<file path="config.mk">
export PLATFORM = sky130hd
export DESIGN_NAME = vrs_sequencer
export DESIGN_NICKNAME = d
export VERILOG_FILES = /design/src/inc/vrs_pkg.sv /design/src/inc/vrs_cmd_if.sv /design/src/rtl/vrs_svi_rx.sv /design/src/rtl/vrs_sequencer.sv
export VERILOG_INCLUDE_DIRS = /design/src /design/src/inc
export SDC_FILE = /design/constraint.sdc
export NUM_CORES = 1
export LEC_CHECK = 0
export BUFFER_PORTS_ARGS = -buffer_cell sky130_fd_sc_hd__buf_4
export CAP_MARGIN = 25
export CORE_ASPECT_RATIO = 1.25
export CORE_UTILIZATION = 55
export CTS_CLUSTER_SIZE = 10
export DETAILED_ROUTE_END_ITERATION = 10
export GPL_TIMING_DRIVEN = 0
export PLACE_DENSITY = 0.76
export SETUP_SLACK_MARGIN = 0.2
export SYNTH_ARGS = -nofsm -noshare
export SYNTH_HDL_FRONTEND = slang
export SYNTH_HIERARCHICAL = 1
export SYNTH_SLANG_ARGS = --single-unit
</file>
<file path="constraint.sdc">
create_clock -name i_sys_clk -period 3.6 [get_ports i_sys_clk]
set_clock_uncertainty 0.05 [all_clocks]
set_input_delay 0.54 -clock i_sys_clk [delete_from_list [all_inputs] [get_ports i_sys_clk]]
set_output_delay 0.54 -clock i_sys_clk [all_outputs]
set_load 0.01 [all_outputs]
</file>
<file path="src/inc/vrs_defines.svh">
// shared constants of the voltage reference sequencer
`ifndef VRS_DEFINES_SVH
`define VRS_DEFINES_SVH

// system clock period and reference slew
`define VRS_CLK_NS 100
`define VRS_STEP_UV 12500
// slew rate 3.25 mV/us, kept in uV per us
`define VRS_SLEW_UV_PER_US 3250
// least cycles between two one-unit steps, rounded up so the rate is never exceeded
`define VRS_SLEW_TICK_CYC ((`VRS_STEP_UV * 1000 + `VRS_SLEW_UV_PER_US * `VRS_CLK_NS - 1) / \
    (`VRS_SLEW_UV_PER_US * `VRS_CLK_NS))

// reference levels in 12.5 mV units
`define VRS_LVL_W 7
`define VRS_LVL_TOP 7'h7C
`define VRS_LVL_ZERO 7'h00
`define VRS_VID_OFF 7'h7C

// boot selection levels: 1.1, 1.0, 0.9, 0.8 V
`define VRS_BOOT_00 7'h58
`define VRS_BOOT_01 7'h50
`define VRS_BOOT_10 7'h48
`define VRS_BOOT_11 7'h40

// fixed levels: 1.4, 1.2, 1.0, 0.8 V
`define VRS_FIX_00 7'h70
`define VRS_FIX_01 7'h60
`define VRS_FIX_10 7'h50
`define VRS_FIX_11 7'h40

// serial address byte layout: {addr[6:0], rw}
`define VRS_ADDR_HI 3'h6
`define VRS_ADDR_CORE_BIT 3
`define VRS_ADDR_BRIDGE_BIT 2
`define VRS_BITS_PER_BYTE 4'h8

`endif

</file>
<file path="src/inc/vrs_pkg.sv">
// types of the voltage reference sequencer
package vrs_pkg;

    typedef enum logic [3:0] {
        VRS_ST_IDLE = 4'h1,
        VRS_ST_SOFT = 4'h2,
        VRS_ST_RUN  = 4'h4,
        VRS_ST_DOWN = 4'h8
    } vrs_state_e;

    typedef enum logic [3:0] {
        VRS_RX_IDLE = 4'h1,
        VRS_RX_ADDR = 4'h2,
        VRS_RX_DATA = 4'h4,
        VRS_RX_SKIP = 4'h8
    } vrs_rx_state_e;

    typedef logic [6:0] vrs_level_t;

endpackage

</file>
<file path="src/inc/vrs_cmd_if.sv">
// carrier between the serial receiver and the sequencer
interface vrs_cmd_if;
    logic listen;
    logic valid;
    logic core_sel;
    logic bridge_sel;
    logic [6:0] vid;
    logic drive_low;

    modport rx (input listen, output valid, output core_sel, output bridge_sel, output vid, output drive_low);
    modport seq (output listen, input valid, input core_sel, input bridge_sel, input vid, input drive_low);
endinterface

</file>
<file path="src/rtl/vrs_svi_rx.sv">
// serial set-vid frame receiver
`include "vrs_defines.svh"

module vrs_svi_rx import vrs_pkg::*; (
    // clock and reset
    input wire logic i_sys_clk,
    input wire logic i_resetn,
    // synchronised link pins
    input wire logic i_link_clk,
    input wire logic i_link_data,
    // command carrier
    vrs_cmd_if.rx cmd
);
    vrs_rx_state_e state;
    logic scl_q;
    logic sda_q;
    logic [3:0] bit_cnt;
    logic [7:0] shreg;
    logic core_hit;
    logic bridge_hit;
    logic [6:0] vid_hold;

    wire start_cond = i_link_clk & scl_q & sda_q & ~i_link_data;
    wire stop_cond = i_link_clk & scl_q & ~sda_q & i_link_data;
    wire scl_rise = i_link_clk & ~scl_q;
    wire scl_fall = ~i_link_clk & scl_q;
    wire byte_done = scl_fall & (bit_cnt == `VRS_BITS_PER_BYTE) & ~cmd.drive_low;
    wire ack_done = scl_fall & cmd.drive_low;
    wire addr_ok = (shreg[7:5] == `VRS_ADDR_HI) & ~shreg[0]
        & (shreg[`VRS_ADDR_CORE_BIT] | shreg[`VRS_ADDR_BRIDGE_BIT]);

    always_ff @(posedge i_sys_clk or negedge i_resetn) begin
        if (!i_resetn) begin
            scl_q <= 1'b1;
            sda_q <= 1'b1;
        end else begin
            scl_q <= i_link_clk;
            sda_q <= i_link_data;
        end
    end

    // framing: start, address byte, ack, data byte, ack, stop
    always_ff @(posedge i_sys_clk or negedge i_resetn) begin
        if (!i_resetn) begin
            state <= VRS_RX_IDLE;
            bit_cnt <= 4'h0;
            shreg <= 8'h00;
        end else if (!cmd.listen || stop_cond) begin
            state <= VRS_RX_IDLE;
            bit_cnt <= 4'h0;
        end else if (start_cond) begin
            state <= VRS_RX_ADDR;
            bit_cnt <= 4'h0;
        end else if (scl_rise && bit_cnt < `VRS_BITS_PER_BYTE && state != VRS_RX_SKIP) begin
            shreg <= {shreg[6:0], i_link_data};
            bit_cnt <= bit_cnt + 4'h1;
        end else if (byte_done && state == VRS_RX_ADDR && !addr_ok) begin
            state <= VRS_RX_SKIP;
        end else if (ack_done) begin
            bit_cnt <= 4'h0;
            state <= (state == VRS_RX_ADDR) ? VRS_RX_DATA : VRS_RX_SKIP;
        end
    end

    // ack drive: pull data low through the ninth clock of an accepted byte
    always_ff @(posedge i_sys_clk or negedge i_resetn) begin
        if (!i_resetn) begin
            cmd.drive_low <= 1'b0;
        end else if (!cmd.listen || ack_done || start_cond || stop_cond) begin
            cmd.drive_low <= 1'b0;
        end else if (byte_done && (state == VRS_RX_DATA || (state == VRS_RX_ADDR && addr_ok))) begin
            cmd.drive_low <= 1'b1;
        end
    end

    // plane select latched from the address byte, code from the data byte
    always_ff @(posedge i_sys_clk or negedge i_resetn) begin
        if (!i_resetn) begin
            core_hit <= 1'b0;
            bridge_hit <= 1'b0;
            vid_hold <= 7'h00;
        end else if (byte_done && state == VRS_RX_ADDR) begin
            core_hit <= shreg[`VRS_ADDR_CORE_BIT];
            bridge_hit <= shreg[`VRS_ADDR_BRIDGE_BIT];
        end else if (byte_done && state == VRS_RX_DATA) begin
            vid_hold <= shreg[6:0];
        end
    end

    // one-cycle strobe at the end of the data acknowledge
    always_ff @(posedge i_sys_clk or negedge i_resetn) begin
        if (!i_resetn) begin
            cmd.valid <= 1'b0;
        end else begin
            cmd.valid <= ack_done && state == VRS_RX_DATA && cmd.listen;
        end
    end

    assign cmd.core_sel = core_hit;
    assign cmd.bridge_sel = bridge_hit;
    assign cmd.vid = vid_hold;
endmodule // vrs_svi_rx

</file>
<file path="src/rtl/vrs_sequencer.sv">
// voltage reference sequencer for the core and bridge planes
//
// How it works
// - with fixed select low, link pins are read as a boot selection after reset
// - boot selection clock,data: 00=1.1V 01=1.0V 10=0.9V 11=0.8V
// - enable rising edge latches the boot level into the holding register
// - after enable both planes stair-step up to target together
// - rails good rises only after soft-start ends and both planes regulate
// - enable falling drops rails good and ramps both references to zero
// - fixed select high decodes pins as 1.4, 1.2, 1.0, 0.8 V
// - live changes on fixed select, and on link pins while fixed select is high, are followed
// - while power ok is high in run with fixed select low the serial link is watched for commands
// - a command carries plane selection and a 7-bit code
// - each addressed plane steps to its newly commanded level
// - code 0 is 1.55V, each count lowers 12.5mV, codes 7C-7F are off
// - core commanded off keeps rails good asserted
// - power ok low steps both planes to the held boot level, pins ignored
// - power ok raised again holds targets until a new command
// - rails good lost in operation ramps both references to zero
// - references slew at a fixed rate until equal to target
`include "vrs_defines.svh"

module vrs_sequencer import vrs_pkg::*; #(
    parameter int SLEW_CYC = `VRS_SLEW_TICK_CYC
) (
    // clock and reset
    input wire logic i_sys_clk,
    input wire logic i_resetn,
    // control pins
    input wire logic i_enable,
    input wire logic i_fixed_level_select,
    input wire logic i_host_power_ok,
    // plane regulation comparators
    input wire logic i_core_in_reg,
    input wire logic i_bridge_in_reg,
    // serial link pins
    input wire logic i_link_clk_pin,
    input wire logic i_link_data_pin,
    output logic o_link_data_pin,
    output logic o_link_data_pin_oe_n,
    // references and status
    output logic [6:0] o_core_ref,
    output logic [6:0] o_bridge_ref,
    output logic o_rails_good
);
    localparam int NSYNC = 7;
    localparam int PLANES = 2;

    initial begin
        if (SLEW_CYC < 1 || SLEW_CYC > 65535) begin
            $error("SLEW_CYC out of range");
        end
    end

    // every pin passes two flip-flops; the first stage is read by the second only
    logic [NSYNC-1:0] sync_a;
    logic [NSYNC-1:0] sync_b;
    wire [NSYNC-1:0] pins_raw = {i_enable, i_fixed_level_select, i_host_power_ok, i_core_in_reg,
        i_bridge_in_reg, i_link_clk_pin, i_link_data_pin};

    always_ff @(posedge i_sys_clk or negedge i_resetn) begin
        if (!i_resetn) begin
            sync_a <= 7'h03;
            sync_b <= 7'h03;
        end else begin
            sync_a <= pins_raw;
            sync_b <= sync_a;
        end
    end

    wire en_s = sync_b[6];
    wire fix_s = sync_b[5];
    wire pok_s = sync_b[4];
    wire core_reg_s = sync_b[3];
    wire bridge_reg_s = sync_b[2];
    wire lclk_s = sync_b[1];
    wire ldata_s = sync_b[0];

    logic en_q;
    logic pok_q;
    wire en_rise = en_s & ~en_q;
    wire pok_rise = pok_s & ~pok_q;

    always_ff @(posedge i_sys_clk or negedge i_resetn) begin
        if (!i_resetn) begin
            en_q <= 1'b0;
            pok_q <= 1'b0;
        end else begin
            en_q <= en_s;
            pok_q <= pok_s;
        end
    end

    // pin decodes
    vrs_level_t boot_dec;
    vrs_level_t fix_dec;

    always_comb begin
        unique case ({lclk_s, ldata_s})
            2'b00: boot_dec = `VRS_BOOT_00;
            2'b01: boot_dec = `VRS_BOOT_01;
            2'b10: boot_dec = `VRS_BOOT_10;
            2'b11: boot_dec = `VRS_BOOT_11;
        endcase
    end

    always_comb begin
        unique case ({lclk_s, ldata_s})
            2'b00: fix_dec = `VRS_FIX_00;
            2'b01: fix_dec = `VRS_FIX_01;
            2'b10: fix_dec = `VRS_FIX_10;
            2'b11: fix_dec = `VRS_FIX_11;
        endcase
    end

    function automatic vrs_level_t vid_to_level(input logic [6:0] vid);
        vrs_level_t lvl;
        lvl = (vid >= `VRS_VID_OFF) ? `VRS_LVL_ZERO : `VRS_LVL_TOP - vid;
        return lvl;
    endfunction

    // holding register for the start-up level
    vrs_level_t hold_level;

    always_ff @(posedge i_sys_clk or negedge i_resetn) begin
        if (!i_resetn) begin
            hold_level <= `VRS_LVL_ZERO;
        end else if (en_rise) begin
            hold_level <= fix_s ? fix_dec : boot_dec;
        end
    end

    // fixed mode tracks the live pins; boot mode keeps the stored value and rereads pins only on an enable rising edge
    wire vrs_level_t mode_level = fix_s ? fix_dec : hold_level;

    // sequencer state
    vrs_state_e state;
    vrs_state_e next_state;
    vrs_level_t ref_lvl [PLANES];
    vrs_level_t tgt_lvl [PLANES];
    vrs_level_t svi_lvl [PLANES];
    logic rails_good;

    wire svi_mode = (state == VRS_ST_RUN) & pok_s & ~fix_s;
    wire refs_zero = (ref_lvl[0] == `VRS_LVL_ZERO) & (ref_lvl[1] == `VRS_LVL_ZERO);
    wire refs_done = (ref_lvl[0] == tgt_lvl[0]) & (ref_lvl[1] == tgt_lvl[1]);
    // an intentionally switched-off core is not a regulation fault
    wire core_ok = core_reg_s | (tgt_lvl[0] == `VRS_LVL_ZERO);
    wire planes_ok = core_ok & bridge_reg_s;

    always_comb begin
        next_state = state;
        unique case (state)
            VRS_ST_IDLE: begin
                if (en_rise) begin
                    next_state = VRS_ST_SOFT;
                end
            end
            VRS_ST_SOFT: begin
                if (!en_s) begin
                    next_state = VRS_ST_DOWN;
                end else if (refs_done && core_reg_s && bridge_reg_s) begin
                    next_state = VRS_ST_RUN;
                end
            end
            VRS_ST_RUN: begin
                if (!en_s || !planes_ok) begin
                    next_state = VRS_ST_DOWN;
                end
            end
            VRS_ST_DOWN: begin
                if (refs_zero) begin
                    next_state = VRS_ST_IDLE;
                end
            end
            default: next_state = VRS_ST_DOWN;
        endcase
    end

    always_ff @(posedge i_sys_clk or negedge i_resetn) begin
        if (!i_resetn) begin
            state <= VRS_ST_IDLE;
        end else begin
            state <= next_state;
        end
    end

    // rails good follows the run state and drops in the same cycle that run is left
    always_ff @(posedge i_sys_clk or negedge i_resetn) begin
        if (!i_resetn) begin
            rails_good <= 1'b0;
        end else begin
            rails_good <= (next_state == VRS_ST_RUN);
        end
    end

    // serial command link
    vrs_cmd_if cmd ();

    assign cmd.listen = svi_mode;

    vrs_svi_rx u_rx (
        .i_sys_clk(i_sys_clk),
        .i_resetn(i_resetn),
        .i_link_clk(lclk_s),
        .i_link_data(ldata_s),
        .cmd(cmd)
    );

    // per-plane commanded level; tracks the mode level until serial control starts
    logic [PLANES-1:0] plane_sel;
    assign plane_sel = {cmd.bridge_sel, cmd.core_sel};

    // slew tick shared by both planes
    logic [15:0] tick_cnt;
    wire slew_tick = (tick_cnt == 16'(SLEW_CYC - 1));

    always_ff @(posedge i_sys_clk or negedge i_resetn) begin
        if (!i_resetn) begin
            tick_cnt <= 16'h0000;
        end else if (slew_tick) begin
            tick_cnt <= 16'h0000;
        end else begin
            tick_cnt <= tick_cnt + 16'h0001;
        end
    end

    genvar p;
    generate
        for (p = 0; p < PLANES; p++) begin : g_plane
            always_ff @(posedge i_sys_clk or negedge i_resetn) begin
                if (!i_resetn) begin
                    svi_lvl[p] <= `VRS_LVL_ZERO;
                end else if (!svi_mode) begin
                    svi_lvl[p] <= mode_level;
                end else if (cmd.valid && plane_sel[p]) begin
                    svi_lvl[p] <= vid_to_level(cmd.vid);
                end
            end

            always_comb begin
                unique case (state)
                    VRS_ST_SOFT: tgt_lvl[p] = mode_level;
                    VRS_ST_RUN: tgt_lvl[p] = svi_mode ? svi_lvl[p] : mode_level;
                    default: tgt_lvl[p] = `VRS_LVL_ZERO;
                endcase
            end

            // one unit per tick toward the target, so transition time scales with the change
            always_ff @(posedge i_sys_clk or negedge i_resetn) begin
                if (!i_resetn) begin
                    ref_lvl[p] <= `VRS_LVL_ZERO;
                end else if (slew_tick && ref_lvl[p] < tgt_lvl[p]) begin
                    ref_lvl[p] <= ref_lvl[p] + 7'h01;
                end else if (slew_tick && ref_lvl[p] > tgt_lvl[p]) begin
                    ref_lvl[p] <= ref_lvl[p] - 7'h01;
                end
            end
        end
    endgenerate

    // outputs
    always_ff @(posedge i_sys_clk or negedge i_resetn) begin
        if (!i_resetn) begin
            o_link_data_pin <= 1'b0;
            o_link_data_pin_oe_n <= 1'b1;
        end else begin
            o_link_data_pin <= 1'b0;
            o_link_data_pin_oe_n <= ~cmd.drive_low;
        end
    end

    assign o_core_ref = ref_lvl[0];
    assign o_bridge_ref = ref_lvl[1];
    assign o_rails_good = rails_good;
endmodule // vrs_sequencer

</file>
==> metrics.csv <==
stage;metric;value;unit
run_status;outcome;finished, violations left;
run_status;failed_checks;negative setup slack;
routing;ant_nets;0;
finish;n_antenna_cell;0;
logic_synthesis;ys_types;65;
routing;wirelength;12500;µm
logic_synthesis;synth-edff-count;0;
placed_design;numPortBuffers;24;
clock_network;cts.sinks;98;
timing;setup_tns;-1.02;ns
clock_network;holdBufCountCts;0;
worst_setup_path;end_kind;flip-flop;
timing;fmax;259;MHz
routing;route.detailed.drc;0;
grt;gr-usage-all-layers;26.4;%
power_and_ir_drop;power;0.00383;W
logic_synthesis;ys.flop_type;dfrtp_1;
logic_synthesis;async_reset_ff_share;100;%
clock_network;numCtsBuffers;9;
logic_synthesis;ys_ff_latch;98;
finish;drive_above_1_share;38.6;%
worst_setup_path;path_max_fanout;6;
routing;dr.pass1.iters;4;
logic_synthesis;ys_seq_area_share;48.5;%
grt;grt_pass1_vias;4032;
timing;slew_violations;0;
finish;fin_util;74.4;%
floorplanning;die_h;109;µm
routing;drt_iter0_drc;263;
timing;rsz0062_at_grt;true;
grt;grt_pass1_wl;19200;µm
logic_synthesis;synth_area;5080;µm²
clock_network;htree_levels;3;
timing;hold_viol;0;
power_and_ir_drop;p_leak;2.90;nW
timing;finalSetupViolations;9;
routing;vias;3940;
placed_design;place_ws;-0.562;ns
floorplanning;dieArea;9620;µm²
floorplanning;die_w;87.9;µm
finish;area_growth;28.9;%
finish;layout_commonest_cell;dfrtp_1;
clock_network;clkLatencyLatePin;0.38;ns
worst_setup_path;worst-endpoint-arrival;4.07;ns
logic_synthesis;yosys_warnings;6;
power_and_ir_drop;p_per_area;585;nW/µm²
routing;wl_per_cell;18.5;µm
finish;nets;589;
logic_synthesis;avgSynthCellArea;10.9;µm²
worst_setup_path;worstSetupStartpointType;flip-flop;
clock_network;tritoncts;done;
floorplanning;start_util;57.7;%
clock_network;root_buffer;clkbuf_8;
timing;finalCritPeriodShare;107;%
placed_design;gp_congestion;0.800;
worst_setup_path;cp_data_required_time;3.81;ns
timing;worst_slack;-0.268;ns
routing;drt-vias-per-instance;5.85;
timing;slew_headroom;46.4;%
clock_network;clk_pin_slew_worst_paths;0.10;ns
floorplanning;ios;26;
floorplanning;core_area;8800;µm²
finish;stdcell_area;6550;µm²
finish;final_cell_mix;dfrtp_1, buf_4, nand2_1;
logic_synthesis;synthCells;466;
timing;worst_pin_slew;0.799;ns
placed_design;hpwl;7420;µm
worst_setup_path;path_class;flip-flop to flip-flop;
grt;grt_max_degree;53;
worst_hold_path;hold_class;input pin to asynchronous set/reset pin;
placed_design;place_area;5530;µm²
grt;antenna_found_initial;0;
timing;period_needed;3.87;ns
flow_run;maxCapViolations;0;
power_and_ir_drop;peakVddDrop;288;µV
finish;fillerInstances;534;
logic_synthesis;synth_fp_nets;506;
clock_network;clock_path_buffers;2;
floorplanning;fp-row-count;38;
grt;overflow;0;
[final timing paths]
kind / startpoint / depth (start not counted) / slack, ns / end
setup / recovery: state[0]$_DFF_PN1_ / 19 / -0.27 / o_bridge_ref[6]$_DFFE_PN0P_
hold / removal: i_resetn / 1 / 0.1 / o_bridge_ref[2]$_DFFE_PN0P_
setup reg to reg: state[0]$_DFF_PN1_ / 19 / -0.27 / o_bridge_ref[6]$_DFFE_PN0P_
hold reg to reg: sync_a[4]$_DFF_PN0_ / 0 / 0.30 / sync_b[4]$_DFF_PN0_
max in group asynchronous: i_resetn / 2 / 2.68 / u_rx/state[0]$_DFFE_PN1P_
min in group i_sys_clk: i_core_in_reg / 1 / 0.21 / sync_a[3]$_DFF_PN0_
[metrics by stage]
stage | cells | hold slack [ns]
2_1_floorplan | 466 | 0.194
3_3_place_gp | 610 | 0.282
3_5_place_dp | 611 | 0.288
4_1_cts | 664 | 0.129
5_1_grt | 674 | 0.154
6_report | 674 | 0.0993
[sequential cells by signal (all words and copies together) (netlist names), 4 cells and up]
name / flops
sync_a: 7
o_core_ref: 7
svi_lvl: 14
o_bridge_ref: 7
tick_cnt: 16
u_rx/cmd.vid: 7
hold_level: 4
state: 4
u_rx/state: 4
sync_b: 7
u_rx/bit_cnt: 4
u_rx/shreg: 8
[critical path, stage by stage (launching register included)]
cell	delay, ns
dfstp_2	0.58
nor4b_4	0.06
buf_6	0.12
buf_6	0.12
a21oi_4	0.26
nor2_4	0.08
a21oi_4	0.18
ha_4	0.23
a211oi_2	0.26
nor2_1	0.08
nor3_2	0.19
nand2_2	0.17
buf_6	0.16
ha_4	0.23
a211oi_2	0.21
o21bai_1	0.10
a21oi_2	0.18
nor3b_2	0.20
o21ai_2	0.10
xnor2_2	0.17
[metal layers]
layer | vias up | routed length [µm] | track usage, %
li1 | 1833 | - | -
met1 | 1969 | 5030 | 30.1
met4 | 0 | 571 | 16.0
met5 | - | 0 | 0
met2 | 95 | 6480 | 45.5
met3 | 43 | 415 | 5.18
[cell usage after synthesis, drive strengths merged, types with 5 or more instances]
cell type | number | area share (%)
nand4 | 5 | 0.62
xor2 | 13 | 2.2
nor3 | 8 | 0.79
o31ai | 5 | 0.94
nand2 | 48 | 3.6
nor2 | 34 | 2.6
a21oi | 25 | 2.5
inv | 16 | 1.2
nand3 | 12 | 1.2
dfstp | 9 | 4.7
ha | 29 | 7.1
and3 | 7 | 0.86
nor4b | 8 | 2.1
dfrtp | 89 | 44
mux2 | 27 | 6.5
buf | 7 | 1.1
nor2b | 7 | 0.86
xnor2 | 19 | 3.3
o21ai | 34 | 3.4
[cells by family (layout without fill, tap and decap cells)]
group                    Yosys count  after routing  synth area share (%)
AO/OA/AOI/OAI                     96             96                  12.3
multiplexers                      27             27                  6.51
XOR/XNOR                          32             32                  5.52
adder cells (fa/ha/maj)           31             31                  7.94
AND/OR/NAND/NOR                  155            155                  16.7
buffers and inverters             26            114                  2.51
flip-flops                        98             98                  48.5
other                              1              1                0.0739
[timing repair]
item / CTS / global route
cloned: 2 / 0
buffers inserted: 35 / 10
gates resized for setup: 55 / 40
pin swaps: 35 / 30
setup endpoints to repair: 12 / 16
[report_power, final]
part           switching (W)  internal [W]
clock               0.000418      0.000332
combinational       0.000819      0.000925
sequential          0.000153       0.00118
total                0.00139       0.00244
[area by class of cell]
class                           count  area [µm²]  area share, %
Multi-Input combinational cell    342        2910           44.5
Sequential cell                    98        2470           37.7
Timing Repair Buffer               72         664           10.2
Tap cell                          120         150           2.29
Clock buffer                        9         124           1.89
Buffer                             10        86.3           1.32
Clock inverter                      7        80.1           1.22
Inverter                           16        60.1          0.918
Note: power is estimated with default switching activity, not from simulation.
